`src/rtl/spc_pkg.sv`:
```
// shared constants, types and register map of the sleep power controller
package spc_pkg;

  // ==========================================================
  // register map (byte offsets)
  localparam logic [7:0] OFS_CTRL = 8'h00;
  localparam logic [7:0] OFS_GATE = 8'h04;
  localparam logic [7:0] OFS_DID = 8'h08;
  localparam logic [7:0] OFS_STAT = 8'h0C;

  // ==========================================================
  // control register fields
  localparam int CTRL_SE_BIT = 0;
  localparam int CTRL_SM_LSB = 1;
  localparam int CTRL_DETECTOR_OFF_WRITE_ENABLE_BIT = 3;
  localparam int CTRL_DETECTOR_OFF_IN_SLEEP_BIT = 4;

  // ==========================================================
  // reset values
  localparam logic [1:0] SM_RST = 2'h0;
  localparam logic [3:0] GATE_RST = 4'h0;
  localparam logic [5:0] DID_RST = 6'h00;

  // ==========================================================
  // peripheral gate bit positions and pin count
  localparam int PG_ADC = 0;
  localparam int PG_SER = 1;
  localparam int PG_TIM0 = 2;
  localparam int PG_TIM1 = 3;
  localparam int N_PERIPH = 4;
  localparam int N_PINS = 6;

  // ==========================================================
  // fuse codes
  localparam logic [2:0] BOD_FUSE_OFF = 3'h7;
  localparam logic [3:0] CKSEL_EXT = 4'h0;

  // ==========================================================
  // timing
  localparam int CLK_PERIOD_NS = 5;
  localparam logic [2:0] DETECTOR_OFF_IN_SLEEP_WINDOW_CYC = 3'h4;
  localparam logic [2:0] DETECTOR_OFF_IN_SLEEP_ACTIVE_DLY_CYC = 3'h3;
  localparam logic [2:0] DETECTOR_OFF_IN_SLEEP_LIFE_CYC = 3'h3;
  localparam logic [11:0] HALT_CYC = 12'h004;
  localparam int STARTUP_UNIT_NS = 320;
  localparam int RESET_DELAY_NS = 4000;
  localparam int OSC_START_NS = 1000;
  localparam logic [11:0] STARTUP_UNIT_CYC =
    12'((STARTUP_UNIT_NS + CLK_PERIOD_NS - 1) / CLK_PERIOD_NS);
  localparam logic [11:0] RESET_DELAY_CYC =
    12'((RESET_DELAY_NS + CLK_PERIOD_NS - 1) / CLK_PERIOD_NS);
  localparam logic [11:0] OSC_START_CYC =
    12'((OSC_START_NS + CLK_PERIOD_NS - 1) / CLK_PERIOD_NS);

  // ==========================================================
  // types
  typedef enum logic [1:0] {
    SM_IDLE = 2'b00,
    SM_ADC_NR = 2'b01,
    SM_PDOWN = 2'b10,
    SM_RSVD = 2'b11
  } spc_mode_t;

  typedef enum logic [1:0] {
    ST_RUN = 2'b00,
    ST_SLEEP = 2'b01,
    ST_WAKE = 2'b10
  } spc_state_t;

  typedef struct packed {
    logic adc_done;
    logic ext_reset;
    logic wdt_reset;
    logic bor_reset;
    logic spm_ready;
    logic ext_irq_level;
    logic ext_irq_edge;
    logic pin_change;
    logic serial_start;
    logic wdt_irq;
    logic other_io;
  } spc_wake_t;

  typedef struct packed {
    logic cpu;
    logic flash;
    logic io;
    logic adc;
    logic pck;
    logic osc;
  } spc_clk_t;

endpackage

```
`src/rtl/spc_top.sv`:
```
// sleep mode, clock gating and low power control with an AHB-Lite slave

// What this block does
// mode 01 sleep stops cpu, flash, io clocks; adc and others keep running
// entering adc noise reduction starts an adc conversion if adc enabled
// noise reduction wakes only on adc done, resets, spm, level, pin change
// mode 10 sleep is power-down: oscillator and all generated clocks stop
// power-down wakes only on resets, serial start, level irq, pin change
// software detector off switches detector off in power-down, back on at wake
// wake after detector off uses the full reset start-up delay
// detector-off bit one turns detector off in power-down; resets zero
// detector-off bit only set by timed sequence; plain writes ignored
// gate bit set stops peripheral clock and blocks its register access
// clearing gate bit resumes peripheral in its frozen state
// gating acts in active and idle; deeper modes stop clocks anyway; mode 01 keeps the adc clock, so its gate acts there too
// software should disable a peripheral before gating its clock
// enabled adc stays on in sleep; off-on cycle forces extended conversion
// comparator off in deep sleep unless it uses internal reference
// fuse-enabled detector stays on in every sleep unless software off
// internal reference on only while detector, comparator or adc need it
// user waits reference start-up after it was switched back on
// enabled watchdog keeps running in every sleep mode
// input buffers off when io and adc clocks stop, except wake pins
// per pin input buffer disable register under software control
// mode 00 sleep is idle: only cpu and flash clocks stop
// sleep instruction sleeps only when sleep enable is one
// timed sequence: write both ones, then within four cycles bit only
// detector-off bit active three cycles after set, then clears itself
// reserved mode 11 leaves core running on a sleep instruction
// wake restarts clocks, holds core for start-up, then serves interrupt
module spc_top
  import spc_pkg::*;
(
  // clock and reset
  input wire logic hclk,
  input wire logic hresetn,
  // ahb-lite slave
  input wire logic hsel,
  input wire logic [31:0] haddr,
  input wire logic [1:0] htrans,
  input wire logic hwrite,
  input wire logic [2:0] hsize,
  input wire logic [31:0] hwdata,
  input wire logic hready,
  output logic hreadyout,
  output logic hresp,
  output logic [31:0] hrdata,
  // core
  input wire logic sleep_instr,
  output logic core_halt,
  output logic irq_service,
  // wake sources
  input wire spc_wake_t wake,
  // fuses
  input wire logic [2:0] brownout_level_fuses,
  input wire logic [1:0] startup_time_fuses,
  input wire logic [3:0] clock_source_fuses,
  // analog and peripheral status
  input wire logic adc_enabled,
  input wire logic adc_conv_start,
  input wire logic ac_enabled,
  input wire logic ac_uses_vref,
  input wire logic wdt_enabled,
  input wire logic [N_PINS-1:0] wake_pin_need,
  // clock and power controls
  output spc_clk_t clk_en,
  output logic [N_PERIPH-1:0] periph_clk_en,
  output logic [N_PERIPH-1:0] periph_access_en,
  output logic adc_start,
  output logic adc_power_en,
  output logic adc_extended,
  output logic ac_en,
  output logic bod_en,
  output logic vref_en,
  output logic wdt_run,
  output logic [N_PINS-1:0] in_buf_en
);

  // ==========================================================
  // state
  spc_state_t state;
  spc_mode_t mode;
  logic sleep_enable;
  spc_mode_t sleep_mode_select;
  logic [N_PERIPH-1:0] peripheral_clock_gate_reg;
  logic [N_PINS-1:0] digital_input_disable_reg;
  logic detector_off_write_enable;
  logic [2:0] detector_off_write_enable_cnt;
  logic detector_off_in_sleep;
  logic [2:0] detector_off_in_sleep_age;
  logic detector_off_in_sleep_active;
  logic bod_off_latch;
  logic adc_was_on;
  logic adc_en_d;
  logic wait_done;
  logic wait_load;
  logic [11:0] wait_count;
  logic wake_ok;
  logic bod_fuse_on;
  logic sleep_go;
  logic dphase;
  logic dwrite;
  logic [7:0] daddr;

  assign bod_fuse_on = brownout_level_fuses != BOD_FUSE_OFF;
  // see R23
  assign sleep_go = state == ST_RUN && sleep_instr && sleep_enable &&
    sleep_mode_select != SM_RSVD;

  // ==========================================================
  // ahb-lite slave: zero wait states, always okay
  assign hreadyout = 1'b1;
  assign hresp = 1'b0;

  always_ff @(posedge hclk or negedge hresetn) begin
    if (!hresetn) begin
      dphase <= 1'b0;
      dwrite <= 1'b0;
      daddr <= 8'h00;
    end else if (hready) begin
      dphase <= hsel && htrans[1] && hsize == 3'h2;
      dwrite <= hwrite;
      daddr <= haddr[7:0];
    end
  end

  logic wr_ctrl;
  assign wr_ctrl = dphase && dwrite && daddr == OFS_CTRL;

  // read data captured in the address phase; unmapped reads give zero
  always_ff @(posedge hclk or negedge hresetn) begin
    if (!hresetn) begin
      hrdata <= 32'h0000_0000;
    end else if (hready && hsel && htrans[1] && !hwrite) begin
      case (haddr[7:0])
        OFS_CTRL: hrdata <= {27'h0, detector_off_in_sleep,
          detector_off_write_enable, sleep_mode_select, sleep_enable};
        OFS_GATE: hrdata <= {28'h0, peripheral_clock_gate_reg};
        OFS_DID: hrdata <= {26'h0, digital_input_disable_reg};
        OFS_STAT: hrdata <= {22'h0, bod_en, vref_en, clk_en, state};
        default: hrdata <= 32'h0000_0000;
      endcase
    end
  end

  // ==========================================================
  // plain control fields
  always_ff @(posedge hclk or negedge hresetn) begin
    if (!hresetn) begin
      sleep_enable <= 1'b0;
      sleep_mode_select <= SM_IDLE;
    end else if (wr_ctrl) begin
      sleep_enable <= hwdata[CTRL_SE_BIT];
      sleep_mode_select <= spc_mode_t'(hwdata[CTRL_SM_LSB +: 2]);
    end
  end

  always_ff @(posedge hclk or negedge hresetn) begin
    if (!hresetn) begin
      peripheral_clock_gate_reg <= GATE_RST;
      digital_input_disable_reg <= DID_RST;
    end else if (dphase && dwrite) begin
      if (daddr == OFS_GATE) begin
        peripheral_clock_gate_reg <= hwdata[N_PERIPH-1:0]; // see R10
      end
      if (daddr == OFS_DID) begin
        digital_input_disable_reg <= hwdata[N_PINS-1:0];
      end
    end
  end

  // ==========================================================
  // timed sequence for the detector-off bit
  always_ff @(posedge hclk or negedge hresetn) begin
    if (!hresetn) begin
      detector_off_write_enable <= 1'b0;
      detector_off_write_enable_cnt <= 3'h0;
    end else if (wr_ctrl && hwdata[CTRL_DETECTOR_OFF_IN_SLEEP_BIT] &&
                 hwdata[CTRL_DETECTOR_OFF_WRITE_ENABLE_BIT]) begin
      detector_off_write_enable <= 1'b1;
      detector_off_write_enable_cnt <= DETECTOR_OFF_IN_SLEEP_WINDOW_CYC;
    end else if (wr_ctrl && detector_off_write_enable) begin
      detector_off_write_enable <= 1'b0;
      detector_off_write_enable_cnt <= 3'h0;
    end else if (detector_off_write_enable_cnt != 3'h0) begin
      detector_off_write_enable_cnt <= detector_off_write_enable_cnt - 3'h1;
      detector_off_write_enable <= detector_off_write_enable_cnt != 3'h1;
    end
  end

  // a plain write never reaches the bit: only the second step sets it
  always_ff @(posedge hclk or negedge hresetn) begin
    if (!hresetn) begin
      detector_off_in_sleep <= 1'b0;
      detector_off_in_sleep_age <= 3'h0;
    end else if (wr_ctrl && detector_off_write_enable &&
                 hwdata[CTRL_DETECTOR_OFF_IN_SLEEP_BIT] && !hwdata[CTRL_DETECTOR_OFF_WRITE_ENABLE_BIT]) begin
      detector_off_in_sleep <= 1'b1; // see R09
      detector_off_in_sleep_age <= 3'h1;
    end else if (detector_off_in_sleep) begin
      if (detector_off_in_sleep_age == DETECTOR_OFF_IN_SLEEP_ACTIVE_DLY_CYC + DETECTOR_OFF_IN_SLEEP_LIFE_CYC) begin
        detector_off_in_sleep <= 1'b0;
        detector_off_in_sleep_age <= 3'h0;
      end else begin
        detector_off_in_sleep_age <= detector_off_in_sleep_age + 3'h1;
      end
    end
  end

  assign detector_off_in_sleep_active = detector_off_in_sleep &&
    detector_off_in_sleep_age > DETECTOR_OFF_IN_SLEEP_ACTIVE_DLY_CYC;

  // ==========================================================
  // wake qualification per mode
  always_comb begin
    wake_ok = 1'b0;
    case (mode)
      SM_IDLE: wake_ok = |wake;
      SM_ADC_NR: wake_ok = wake.adc_done || wake.ext_reset ||
        wake.wdt_reset || wake.bor_reset || wake.spm_ready ||
        wake.ext_irq_level || wake.pin_change;
      SM_PDOWN: wake_ok = wake.ext_reset || wake.wdt_reset ||
        wake.bor_reset || wake.serial_start || wake.ext_irq_level ||
        wake.pin_change;
      default: wake_ok = 1'b0;
    endcase
  end

  // hold time: start-up from fuses, plus reset delay when the detector
  // was off, plus oscillator start after power-down unless the clock is external, plus halt cycles
  always_comb begin
    wait_count = HALT_CYC + (STARTUP_UNIT_CYC << startup_time_fuses);
    if (bod_off_latch && mode == SM_PDOWN && bod_fuse_on) begin
      wait_count = wait_count + RESET_DELAY_CYC;
    end
    if (mode == SM_PDOWN && clock_source_fuses != CKSEL_EXT) begin
      wait_count = wait_count + OSC_START_CYC;
    end
  end

  assign wait_load = state == ST_SLEEP && wake_ok;

  spc_wait u_wait (
    .hclk(hclk),
    .hresetn(hresetn),
    .load(wait_load),
    .count(wait_count),
    .busy(),
    .done(wait_done)
  );

  // ==========================================================
  // sleep state machine
  always_ff @(posedge hclk or negedge hresetn) begin
    if (!hresetn) begin
      state <= ST_RUN;
      mode <= SM_IDLE;
      bod_off_latch <= 1'b0;
    end else begin
      case (state)
        ST_RUN: begin
          if (sleep_go) begin
            state <= ST_SLEEP;
            mode <= sleep_mode_select;
            bod_off_latch <= detector_off_in_sleep_active;
          end
        end
        ST_SLEEP: begin
          if (wake_ok) begin
            state <= ST_WAKE;
          end
        end
        ST_WAKE: begin
          if (wait_done) begin
            state <= ST_RUN;
            bod_off_latch <= 1'b0;
          end
        end
        default: state <= ST_RUN;
      endcase
    end
  end

  always_ff @(posedge hclk or negedge hresetn) begin
    if (!hresetn) begin
      irq_service <= 1'b0;
      adc_start <= 1'b0;
    end else begin
      irq_service <= state == ST_WAKE && wait_done;
      adc_start <= sleep_go && adc_enabled &&
        (sleep_mode_select == SM_ADC_NR || sleep_mode_select == SM_IDLE);
    end
  end

  assign core_halt = state != ST_RUN;

  // ==========================================================
  // clock domains per state and mode
  always_comb begin
    clk_en = '{cpu: 1'b1, flash: 1'b1, io: 1'b1, adc: 1'b1,
               pck: 1'b1, osc: 1'b1};
    if (state == ST_SLEEP) begin
      clk_en.cpu = 1'b0;
      clk_en.flash = 1'b0;
      case (mode)
        SM_ADC_NR: clk_en.io = 1'b0;
        SM_PDOWN: begin
          clk_en = '0;
        end
        default: clk_en.io = 1'b1;
      endcase
    end else if (state == ST_WAKE) begin
      clk_en.cpu = 1'b0;
      clk_en.flash = 1'b0;
    end
  end

  // ==========================================================
  // peripheral clock gating
  genvar gi;
  generate
    for (gi = 0; gi < N_PERIPH; gi++) begin : g_periph
      logic dom_on;
      assign dom_on = (gi == PG_ADC) ? clk_en.adc : clk_en.io;
      // a stopped clock freezes state, so ungating resumes it as it was
      assign periph_clk_en[gi] = dom_on && // see R10, see R11
        !peripheral_clock_gate_reg[gi];
      assign periph_access_en[gi] = !peripheral_clock_gate_reg[gi];
    end
  endgenerate

  // ==========================================================
  // input buffers
  generate
    for (gi = 0; gi < N_PINS; gi++) begin : g_pin
      assign in_buf_en[gi] = !digital_input_disable_reg[gi] &&
        ((clk_en.io || clk_en.adc) || wake_pin_need[gi]);
    end
  endgenerate

  // ==========================================================
  // analog blocks
  logic deep_sleep;
  assign deep_sleep = state == ST_SLEEP && mode == SM_PDOWN;
  assign adc_power_en = adc_enabled;
  assign wdt_run = wdt_enabled;

  assign ac_en = ac_enabled && (!deep_sleep || ac_uses_vref);
  // see R06, see R08
  assign bod_en = bod_fuse_on && !(deep_sleep && bod_off_latch);

  assign vref_en = bod_en || (ac_en && ac_uses_vref) || adc_enabled;

  // an off-on cycle of the adc needs the long first conversion
  always_ff @(posedge hclk or negedge hresetn) begin
    if (!hresetn) begin
      adc_en_d <= 1'b0;
      adc_was_on <= 1'b0;
      adc_extended <= 1'b0;
    end else begin
      adc_en_d <= adc_enabled;
      if (adc_enabled) begin
        adc_was_on <= 1'b1;
      end
      if (adc_enabled && !adc_en_d && adc_was_on) begin
        adc_extended <= 1'b1;
      end else if (adc_conv_start) begin
        adc_extended <= 1'b0;
      end
    end
  end

  // ==========================================================
  // assertions
  property p_no_se;
    @(posedge hclk) disable iff (!hresetn)
    state == ST_RUN && sleep_instr && !sleep_enable |=> state == ST_RUN;
  endproperty
  a_no_se: assert property (p_no_se)
    else $error("slept without sleep enable");

  property p_rsvd;
    @(posedge hclk) disable iff (!hresetn)
    state == ST_RUN && sleep_instr && sleep_mode_select == SM_RSVD
      |=> !core_halt;
  endproperty
  a_rsvd: assert property (p_rsvd)
    else $error("reserved mode halted core");

  property p_anr_clk;
    @(posedge hclk) disable iff (!hresetn)
    state == ST_SLEEP && mode == SM_ADC_NR
      |-> !clk_en.cpu && !clk_en.io && clk_en.adc && clk_en.osc;
  endproperty
  a_anr_clk: assert property (p_anr_clk)
    else $error("wrong clocks in noise reduction");

  property p_pd_clk;
    @(posedge hclk) disable iff (!hresetn)
    state == ST_SLEEP && mode == SM_PDOWN |-> clk_en == '0;
  endproperty
  a_pd_clk: assert property (p_pd_clk)
    else $error("clock running in power-down");

  property p_adc_go;
    @(posedge hclk) disable iff (!hresetn)
    sleep_go && adc_enabled && sleep_mode_select == SM_ADC_NR
      |=> adc_start ##1 !adc_start;
  endproperty
  a_adc_go: assert property (p_adc_go)
    else $error("no adc start on entry");

  property p_pd_wake;
    @(posedge hclk) disable iff (!hresetn)
    state == ST_SLEEP && mode == SM_PDOWN && !wake.pin_change &&
      !wake.ext_irq_level && !wake.serial_start && !wake.ext_reset &&
      !wake.wdt_reset && !wake.bor_reset |=> state == ST_SLEEP;
  endproperty
  a_pd_wake: assert property (p_pd_wake)
    else $error("power-down woke on illegal source");

  property p_bod_off;
    @(posedge hclk) disable iff (!hresetn)
    state == ST_RUN && sleep_go && detector_off_in_sleep_active &&
      sleep_mode_select == SM_PDOWN |=> !bod_en;
  endproperty
  a_bod_off: assert property (p_bod_off)
    else $error("detector not off in power-down");

  property p_bod_back;
    @(posedge hclk) disable iff (!hresetn)
    state != ST_SLEEP |-> bod_en == bod_fuse_on;
  endproperty
  a_bod_back: assert property (p_bod_back)
    else $error("detector state wrong while awake");

  property p_plain_wr;
    @(posedge hclk) disable iff (!hresetn)
    wr_ctrl && !detector_off_write_enable && !detector_off_in_sleep
      |=> !detector_off_in_sleep;
  endproperty
  a_plain_wr: assert property (p_plain_wr)
    else $error("plain write set detector-off bit");

  property p_detector_off_in_sleep_life;
    @(posedge hclk) disable iff (!hresetn)
    $rose(detector_off_in_sleep) |-> !detector_off_in_sleep_active [*3] ##1
      detector_off_in_sleep_active [*3] ##1 !detector_off_in_sleep;
  endproperty
  a_detector_off_in_sleep_life: assert property (p_detector_off_in_sleep_life)
    else $error("detector-off bit timing wrong");

  property p_gate;
    @(posedge hclk) disable iff (!hresetn)
    peripheral_clock_gate_reg[PG_TIM0] |-> !periph_clk_en[PG_TIM0] &&
      !periph_access_en[PG_TIM0];
  endproperty
  a_gate: assert property (p_gate)
    else $error("gated peripheral still clocked");

  property p_buf;
    @(posedge hclk) disable iff (!hresetn)
    deep_sleep && !wake_pin_need[0] |-> !in_buf_en[0];
  endproperty
  a_buf: assert property (p_buf)
    else $error("input buffer on in power-down");

  property p_wake_hold;
    @(posedge hclk) disable iff (!hresetn)
    state == ST_SLEEP && wake_ok |=> core_halt [*4];
  endproperty
  a_wake_hold: assert property (p_wake_hold)
    else $error("core released too early");

  c_anr: cover property (@(posedge hclk) disable iff (!hresetn)
    sleep_go && sleep_mode_select == SM_ADC_NR);
  c_pd_bod: cover property (@(posedge hclk) disable iff (!hresetn)
    deep_sleep && bod_off_latch);
  c_wake: cover property (@(posedge hclk) disable iff (!hresetn)
    irq_service);
  c_seq: cover property (@(posedge hclk) disable iff (!hresetn)
    $rose(detector_off_in_sleep_active));

endmodule

```
`src/rtl/spc_wait.sv`:
```
// down counter that times the wake-up hold of the core
module spc_wait
  import spc_pkg::*;
(
  // clock and reset
  input wire logic hclk,
  input wire logic hresetn,
  // control
  input wire logic load,
  input wire logic [11:0] count,
  // status
  output logic busy,
  output logic done
);

  // ==========================================================
  // counter
  logic [11:0] remain;

  always_ff @(posedge hclk or negedge hresetn) begin
    if (!hresetn) begin
      remain <= 12'h000;
      busy <= 1'b0;
    end else if (load) begin
      remain <= count;
      busy <= 1'b1;
    end else if (busy) begin
      remain <= remain - 12'h001;
      if (remain <= 12'h001) begin
        busy <= 1'b0;
      end
    end
  end

  always_ff @(posedge hclk or negedge hresetn) begin
    if (!hresetn) begin
      done <= 1'b0;
    end else begin
      done <= busy && !load && remain <= 12'h001;
    end
  end

endmodule
```
`config.mk`:
```
export PLATFORM = sky130hd
export DESIGN_NAME = spc_top
export DESIGN_NICKNAME = d
export VERILOG_FILES = /design/src/rtl/spc_pkg.sv /design/src/rtl/spc_top.sv /design/src/rtl/spc_wait.sv
export SDC_FILE = /design/constraint.sdc
export NUM_CORES = 1
export LEC_CHECK = 0
export BUFFER_PORTS_ARGS = -buffer_cell sky130_fd_sc_hd__buf_2
export CAP_MARGIN = 20
export CORE_MARGIN = 2
export CORE_UTILIZATION = 52
export CTS_BUF_LIST = sky130_fd_sc_hd__clkbuf_16
export DETAILED_ROUTE_END_ITERATION = 6
export MAX_ROUTING_LAYER = met4
export PLACE_DENSITY = 0.87
export SETUP_SLACK_MARGIN = 0.4
export SLEW_MARGIN = 20
export SYNTH_ARGS = -nofsm -noshare
export SYNTH_HDL_FRONTEND = slang
export SYNTH_HIERARCHICAL = 1
export SYNTH_SLANG_ARGS = --single-unit
```
`constraint.sdc`:
```
create_clock -name hclk -period 3.7 [get_ports hclk]
set_input_delay 0.37 -clock hclk [delete_from_list [all_inputs] [get_ports hclk]]
set_output_delay 0.37 -clock hclk [all_outputs]
set_load 0.005 [all_outputs]
```
== Yosys cells after proc, flatten, opt, wreduce, memory -nomap -nowiden ==
Cells that the tools add are included.
Storage, ports and cells
  bits in registers: 87
  word-level logic and storage cells: 185
  bits of input ports: 106
  output and inout port bits: 63
Operators by class
  reduce and logical (&&, ||, !) cells: 100
  add/subtract/negate cells: 6
  equality and inequality tests: 18
  $lt $le $gt $ge: 2
  shift operators: 1
  mux-type cells: 35
Operator list (count)
  $mux 12: 4
  $logic_and 1x1->1: 42
  $pmux 10 s4: 1
  $eq 8x4->1 const B: 3
  $logic_or 1x1->1: 22
  $mux 3: 7
  $eq 8x3->1 const B: 2
  $logic_not 1->1: 16
  $logic_not 8->1: 2
  $mux 1: 14
  $add 12x10->12 const B: 1
  $add 12x8->12 const B: 1
  $add 3x12->12 const A: 1
  $le 12x1->1 const B: 1
  $shl 7x2->12 const A: 1
  $sub 12x1->12 const B: 1
  $reduce_or 11->1: 1
  $mux 2: 5
  $reduce_bool 2->1: 5
  $eq 2x1->1 const B: 3
  $logic_not 2->1: 3
  $ne 2x2->1 const B: 3
  $pmux 2 s3: 1
  $reduce_and 2->1: 3
  other kinds (16): 19

== Depth between registers and ports, before layout ==
Gate-level depths: netlist of run 1.
  depth after elaboration: 11
  depth in mapped cells: 12
  mapped depth without buffers: 9

== Modules after synthesis ==
The synthesis of run 1 kept the hierarchy.
By module, submodules not included
  spc_top: area each 3061.7 µm², sequential area each 1251.2 µm², cells each 307, instances 1
  spc_wait: area each 767.0 µm², sequential area each 350.3 µm², cells each 83, instances 1

== Worst setup path before layout of run 1 ==
Ideal clock, no wire load.
  path kind: register to register
  start point: reg mode[0]
  end point: reg u_wait.remain[11]
  setup slack: 1.155 ns
  stages on the path, launching flop included: 11
  data required time: 3.631 ns
  data arrival time: 2.476 ns
  buffers on the path: 2
  clock period less this slack: 2.545 ns
  library setup time: 0.069 ns
  cells stage by stage: dfrtp_1 inv_1 ha_1 clkbuf_1 o311a_1 nor3_1 nor3b_1 clkbuf_1 or2_2 or4_1 nand3_1
On the way
  elaborated cells between the ends (all ways): 13
  those cells by class: add/sub: 1; eq/ne: 2; mux: 4; reduce/logical: 6
RTL lines
  start, declared: line spc_top.sv:82  | spc_mode_t mode;
  start signal, assigned: line spc_top.sv:264  | mode <= sleep_mode_select;
  $eq 2x2->1 (tied with other cells): line spc_top.sv:217  | case (mode)
  $pmux 1 s3 *: line spc_top.sv:217
  $logic_and 1x1->1 *: line spc_top.sv:241  | assign wait_load = state == ST_SLEEP && wake_ok;
  via wait_load: line spc_top.sv:96  | logic wait_load;
  $mux 12 or $reduce_bool 2->1 (tied branches)
  end signal, assigned: line spc_wait.sv:25  | remain <= count;
  end signal, assigned: line spc_wait.sv:28  | remain <= remain - 12'h001;
  end, declared: line spc_wait.sv:18  | logic [11:0] remain;
Mark *: on every way through the listed nets, which the timed path passes. The rest lies on a longest branch.
A chain may end at the register's enable or synchronous reset.

== Final worst setup path of run 1 ==
Same ends and word-level chain as after synthesis.

==> summary.txt, run 1 <==
CTS
  • CTS tree: done
  • Hold buffer count at cts: 0
  • CTS buffer count: 9
  • Worst skew pair latency: 0.32 ns
  • CTS sink cnt: 64
  • Number of setup buffers added after CTS: 0
  • Clk root buf: clkbuf_16
  • H-tree depth: 3
  • Clk buf depth: 2
  • Post-cts resize count: 0
  • CTS clk-pin slew, worst paths: about 0.050 ns

Drt
  • First-pass iteration count of the detailed router: 5
  • Vias per cell: approximately 5.5
  • Final ANT Viol Nets: 0
  • Total wire length: roughly 8700 um
  • DRT iter0 DRCs: approximately 230
  • # DRC: 0
  • Via count: 3,198
  • Drt wl/cell: approximately 15 um

Power and ir drop
  • Clock group share of total power: a little under a third
  • Leakage power: around 2.2 nW
  • Power Total: between 2 and 3 mW
  • Internal Pwr Total: about 1.7 mW
  • Logic pwr share: around a third
  • Switching Fraction: between 30% and 40%
  • PwrDens: 561 nW/um^2
  • Switch Pwr: around 0.85 mW
  • Peak VDD IR: 0.298 mV
  • Sequential Power Share: between 30 and 40%

Global route
  • Antenna violations before repair: 0
  • Gr usage total: 22.6%
  • Vias in the first global route: roughly 3,000
  • Largest net degree at the start of global routing: 40
  • GRT overflow: 0
  • First-pass GRT wire length: ~14,000 um

Critical path
  • Worst R2R Setup Slack: slightly below 1 ns
  • Critical Path End: u_wait/remain[11]
  • Slowest stage cell on the critical path: or4_1
  • Startpoint Class: flop
  • CP Class: reg2reg
  • Crit path cell chain: inv_1, ha_1, o311a_1, nor3_1, nor3b_1, buf_4, or2_2, or4_1, nand3_1
  • Reg-to-reg startpoint: mode[0]
  • Slowest stage delay, CP: ~0.48 ns
  • Crit path from: mode[0]
  • Worst-case reg-to-reg path depth: 9
  • WP data required: 3.95 ns
  • Buf/Inv on CP: 2
  • Worst Setup End Kind: flop
  • Arr. time, crit path: 2.98 ns
  • Critical path peak fanout: 9
  • Stages on worst setup path: 9
  • RR Endpoint: u_wait/remain[11]
  • CP delay by family, top: simple AND/OR/NAND/NOR gates

Final layout
  • Number of flip-flops in the largest register: 12
  • Share of post-route cells with drive strength above 1: between 30% and 40%
  • Final design utilization: approximately 63%
  • Most flops, register: u_wait/remain
  • Antenna Cells: 0
  • Top Registers: u_wait/remain x12, hrdata x9, daddr x8
  • Final nets: around 600
  • Area Overhead vs Synth: 18.3%

Placed design
  • Port bufs: between 90 and 100
  • Dpl hpwl: about 6300 um
  • GPL Wtd Cong: roughly 0.86

Yosys
  • Synthesized instance count: 390
  • Synth Register Bits: 64
  • Post-Syn Area: 3830 um^2
  • Post-synth cell types: 59
  • Top_reg_cell synth: dfrtp_1
  • Sequential area share after synthesis: between 40% and 50%
  • YS warnings: 6
  • EDFF count, synth: 0
  • Async SR Flop Fraction: between 90% and 100%
  • Avg Cell Area, Syn: 9.82 um^2

STA
  • Sum Neg Setup Slack: 0 ns
  • Worst relative slew slack: 42.9%
  • Max frequency: 366 MHz
  • RSZ-0062 raised after global routing: false
  • Final Hold Fails: 0
  • Final Critical Period: approximately 2.7 ns
  • Slew Limit Fails: 0
  • Least-Margin Pin Slew: ~0.86 ns
  • Final setup fails: 0
  • Final Cycle Share: 73.9%
  • Worst Skew: 0.00562 ns

Floorplanning
  • Die ar.: ~8000 um^2
  • Die width: about 90 um
  • Die span in y: 89.8 um
  • Core Rows: 31
  • # IOs: around 170
  • Initial core utilization: 53.4%
  • Core Area: roughly 7200 um^2

Outcome
  • Status: complete, no violations

Worst hold path
  • Hold Path Class: in2async

Flow run
  • Max-Cap Viols: 0
==> cell families (layout without fill, tap and decap cells) <==
kind of cell	count (synthesis)	after routing	synth area share, %
other	2	28	0.196
flip-flops	64	64	41.8
AND/OR/NAND/NOR	141	141	20.3
multiplexers	29	29	10.2
XOR/XNOR	7	7	1.60
AO/OA/AOI/OAI	63	63	10.9
buffers and inverters	69	135	10.0
adder cells (fa/ha/maj)	15	15	4.90
==> area by class of cell <==
class | instances | area [um^2]
clock buffer | 9 | 225
tap | 99 | 124
clock inverter | 6 | 51.3
sequential | 64 | 1600
timing repair buffer | 95 | 485
inverter | 25 | 93.8
multi-input combinational | 283 | 1950
fill | 546 | 2650
==> cells in the final DEF, fill, tap and decap left out, types with 7 or more instances in the layout <==
master	count
conb_1	28
a31oi_1	9
buf_2	91
nor2_1	44
dfrtp_1	64
and2_1	7
o21ai_0	18
nand2_1	24
ha_1	15
nor3_1	7
or4_1	10
inv_1	24
clkbuf_16	9
mux2_2	17
==> synthesized netlist by cell type (all sizes together) (5+ instances only) <==
cell type  count  area [um^2]
or4           11         86.3
a21oi          6         30.0
inv           24         90.1
nor2b          6         37.5
o31ai          6         45.0
buf           34          251
a22o           5         43.8
and2           7         43.8
xnor2          5         43.8
dfrtp         64         1600
clkbuf        10         37.5
or2            6         37.5
o21ai         18         90.1
nor3           7         35.0
nor2          44          165
mux2          23          282
nand2b         5         31.3
nor4           5         46.3
a31oi          9         56.3
nand2         24         90.1
ha            15          188
==> how the worst min path moves through the flow <==
stage / start / to / slack (ns)
detailed placement: adc_was_on / adc_was_on / 0.46
global placement: adc_was_on / adc_was_on / 0.45
finish: hresetn / hrdata[3] / 0.16
floorplan: hresetn / adc_en_d / 0.07
global route: adc_enabled / adc_en_d / 0.22
CTS: hresetn / hrdata[3] / 0.19
==> stage by stage <==
step | instance area (um^2) | cells | hold WS, ns | worst slack, ns
after CTS | 4520 | 581 | 0.190 | 0.973
after detailed placement | 4250 | 566 | 0.461 | 1.02
after global routing | 4530 | 581 | 0.225 | 0.783
after floorplan | 3930 | 416 | 0.0744 | 1.16
after global placement | 4250 | 566 | 0.451 | 0.994
final | 4530 | 581 | 0.158 | 0.967
==> layer usage <==
layer,global-route usage [%],share of wire (%)
met1,27.0,40
met2,38.1,51
met4,7.82,1.8
met3,5.11,6.9
met5,-,0
==> worst register-to-register path, cell delays in order (launching register included) <==
cell and delay (ns):
dfrtp_1 0.36, inv_1 0.07, ha_1 0.37, o311a_1 0.43
nor3_1 0.31, nor3b_1 0.09, buf_4 0.17, or2_2 0.30
or4_1 0.48, nand3_1 0.10
==> power groups by stage <==
stage	clock network, mW	registers, mW	logic [mW]
final	0.778	0.944	0.821
after global routing	0.825	0.961	0.913
after CTS	0.788	0.940	0.822
after detailed placement	0	0.948	0.805
after global placement	0	0.938	0.762
after floorplan	0	0.913	0.615
No activity file was read; power rests on OpenSTA's default activity.
==> run 2, diff against run 1 <==
- CORE_UTILIZATION: 52 -> 43
- PLACE_DENSITY: 0.87 -> 0.77
- clock period: 3.7 -> 2.5 ns (I/O delays scaled with it)
==> run 2 against run 1 <==
Effect of this change: utilization decreased by 7.1 points; power grew 62%; clock skew rose by 0.0015 ns; wire length up 3.6%; clock-buffer cell count stayed put; via count rose by 0.31%; die area up 20%; clock power rose by 54%; critical path depth decreased by 1; global-route usage down 2.9 points; sequential share of layout area shrank 2.4 points; critical endpoint unchanged; maximum frequency is 22% higher.
==> summary.txt, run 2 (same netlist as run 1, synthesis figures left out) <==
Critical path
  • Startpoint Class: flop (unchanged)
  • Worst R2R Setup Slack: 0.25 ns (was 0.97 ns)
  • Worst-case reg-to-reg path depth: 8 (was 9)
  • Worst Setup End Kind: flop (unchanged)
  • WP data required: 2.76 ns (was 3.95 ns)
  • Arr. time, crit path: 2.51 ns (was 2.98 ns)
  • Reg-to-reg startpoint: mode[1] (was mode[0])
  • Critical path peak fanout: 3 (was 9)
  • CP Class: reg2reg (unchanged)
  • RR Endpoint: u_wait/remain[11] (unchanged)

Global route
  • First-pass GRT wire length: 14,800 um (was 14,300 um)
  • GRT overflow: 0 (unchanged)
  • Vias in the first global route: 3,121 (was 3,030)
  • Antenna violations before repair: 0 (unchanged)
  • Largest net degree at the start of global routing: 32 (was 40)
  • Gr usage total: 19.7% (was 22.6%)

Final layout
  • Register area: 1600 um^2 (unchanged)
  • Final nets: 616 (was 599)
  • Top Registers: u_wait/remain x12, hrdata x9, daddr x8 (unchanged)
  • Share of post-route cells with drive strength above 1: 38.4% (was 30.9%)
  • Most flops, register: u_wait/remain (unchanged)
  • Area Overhead vs Synth: 26.9% (was 18.3%)
  • Final Non-Filler Cells: 608 (was 581)
  • Fillers: 736 (was 546)
  • Area of the multi-input gates: 2110 um^2 (was 1950 um^2)
  • Most common cell after layout, fill and taps aside: buf_2 (unchanged)
  • Number of flip-flops in the largest register: 12 (unchanged)
  • Leading cell types in the layout, fill and taps excluded: buf_2, dfrtp_1, nor2_1 (unchanged)
  • Antenna Cells: 0 (unchanged)

Drt
  • First-pass iteration count of the detailed router: 4 (was 5)
  • Via count: 3,208 (was 3,198)
  • Met2 Wirelength: 4560 um (was 4450 um)
  • Total wire length: 9010 um (was 8700 um)
  • DR top layer: met4 (unchanged)
  • Drt wl/cell: 14.8 um (was 15.0 um)
  • Vias per cell: 5.28 (was 5.50)
  • # DRC: 0 (unchanged)
  • WL met1: 3780 um (was 3490 um)
  • Metal3 WL: 573 um (was 596 um)
  • Final ANT Viol Nets: 0 (unchanged)
  • DRT iter0 DRCs: 191 (was 229)

STA
  • Max frequency: 445 MHz (was 366 MHz)
  • Final setup fails: 0 (unchanged)
  • Final Cycle Share: 89.9% (was 73.9%)
  • Least-Margin Pin Slew: 0.553 ns (was 0.856 ns)
  • Worst relative slew slack: 62.8% (was 42.9%)
  • Slew Limit Fails: 0 (unchanged)
  • Sum Neg Setup Slack: 0 ns (unchanged)
  • Final Hold Fails: 0 (unchanged)
  • Final Critical Period: 2.25 ns (was 2.73 ns)
  • Worst Skew: 0.00713 ns (was 0.00562 ns)
  • RSZ-0062 raised after global routing: true (was false)

Flow run
  • Max-Cap Viols: 0 (unchanged)

Worst hold path
  • WHS Endpoint: adc_en_d
  • Hold Path Stages: 1
  • Hold Path Class: in2reg (was in2async)
  • Hold Startpoint: adc_enabled

Placed design
  • Dpl hpwl: 6540 um (was 6340 um)
  • Port bufs: 91 (unchanged)
  • Cell count after placement: 580 (was 566)
  • GPL Wtd Cong: 0.863 (about the same)

Power and ir drop
  • PwrDens: 847 nW/um^2 (was 561 nW/um^2)
  • Peak VDD IR: 0.380 mV (was 0.298 mV)
  • Leakage power: 2.34 nW (was 2.21 nW)

CTS
  • Clk root buf: clkbuf_16 (unchanged)
  • Clk buf depth: 2 (unchanged)
  • CTS buffer count: 9 (unchanged)
  • CTS sink cnt: 64 (unchanged)
  • CTS clk-pin slew, worst paths: 0.05 ns (about the same)
  • H-tree depth: 3 (unchanged)
  • CTS tree: done (unchanged)
  • Worst skew pair latency: 0.33 ns (was 0.32 ns)

Floorplanning
  • Die width: 98.4 um (was 89.8 um)
  • Core Area: 8680 um^2 (was 7180 um^2)
  • Die span in y: 98.4 um (was 89.8 um)
  • Initial core utilization: 44.1% (was 53.4%)
  • Die ar.: 9670 um^2 (was 8060 um^2)
  • Core Rows: 34 (was 31)
  • # IOs: 169 (unchanged)

Outcome
  • Status: complete, no violations (unchanged)
## run 2: cell types whose count changed in the layout (fill, tap and decap cells not counted), moves of 4 or more
cell	delta
buf_4	+13
clkinv_1	-4
nor2_1	-8
nor2_2	+8
## run 2: metrics by stage
stage                     setup WS, ns  hold slack (ns)  util, %  cell area [um^2]  power (mW)
after floorplan                  0.264          -0.0456        -              3950        2.29
after global placement           0.201            0.164     49.6              4310        2.56
after detailed placement         0.168            0.170     49.6              4310        2.62
after CTS                        0.192           0.0815     54.1              4690        3.95
after global routing             0.184           0.0883     56.0              4860        4.41
final                            0.253           0.0906     56.0              4860        4.12
## run 2: area by class of cell
| class | count | share of cell area [%] |
|---|---|---|
| clock inverter | 7 | 1.31 |
| timing repair buffer | 112 | 12.9 |
| multi-input combinational | 283 | 43.4 |
| inverter | 25 | 2.01 |
| sequential | 64 | 33.0 |
| clock buffer | 9 | 4.63 |
| tap | 108 | 2.78 |
## run 2: report_power, final
group,total (mW),switching [mW],internal [mW]
clock network,1.20,0.442,0.761
logic,1.52,0.783,0.737
registers,1.39,0.170,1.22
## run 2: critical path, cell delays in order (launching register included)
cell,delay (ns)
dfrtp_1,0.43
ha_4,0.20
o311a_4,0.32
nor3_4,0.18
nor3b_2,0.09
buf_4,0.14
or2_4,0.22
or4_1,0.52
nand3_1,0.08
## run 2: worst max path at each step
stage | from | slack, ns | cells after the start | end
2_1_floorplan | mode[0] | 0.26 | 10 | u_wait/remain[11]
5_1_grt | mode[1] | 0.18 | 8 | u_wait/remain[11]
3_3_place_gp | mode[0] | 0.20 | 9 | u_wait/remain[11]
4_1_cts | mode[1] | 0.19 | 8 | u_wait/remain[11]
6_report | mode[1] | 0.25 | 8 | u_wait/remain[11]
3_5_place_dp | mode[0] | 0.17 | 9 | u_wait/remain[11]
## run 2: per-layer routing
layer / track usage [%] / vias up
li1: - / 1526
met1: 23.5 / 1551
met2: 33.2 / 122
met3: 4.65 / 9
met4: 5.90 / 0
met5: - / -
## run 2: repair_timing
| action | CTS | global route |
|---|---|---|
| setup endpoints to repair | 14 | 17 |
| gates cloned | 0 | 1 |
| endpoints found under the hold margin | 12 | 0 |
| gates resized for setup | 8 | 27 |
| hold buffers | 1 | 0 |
| pin swaps | 3 | 8 |
| buffers inserted | 8 | 2 |
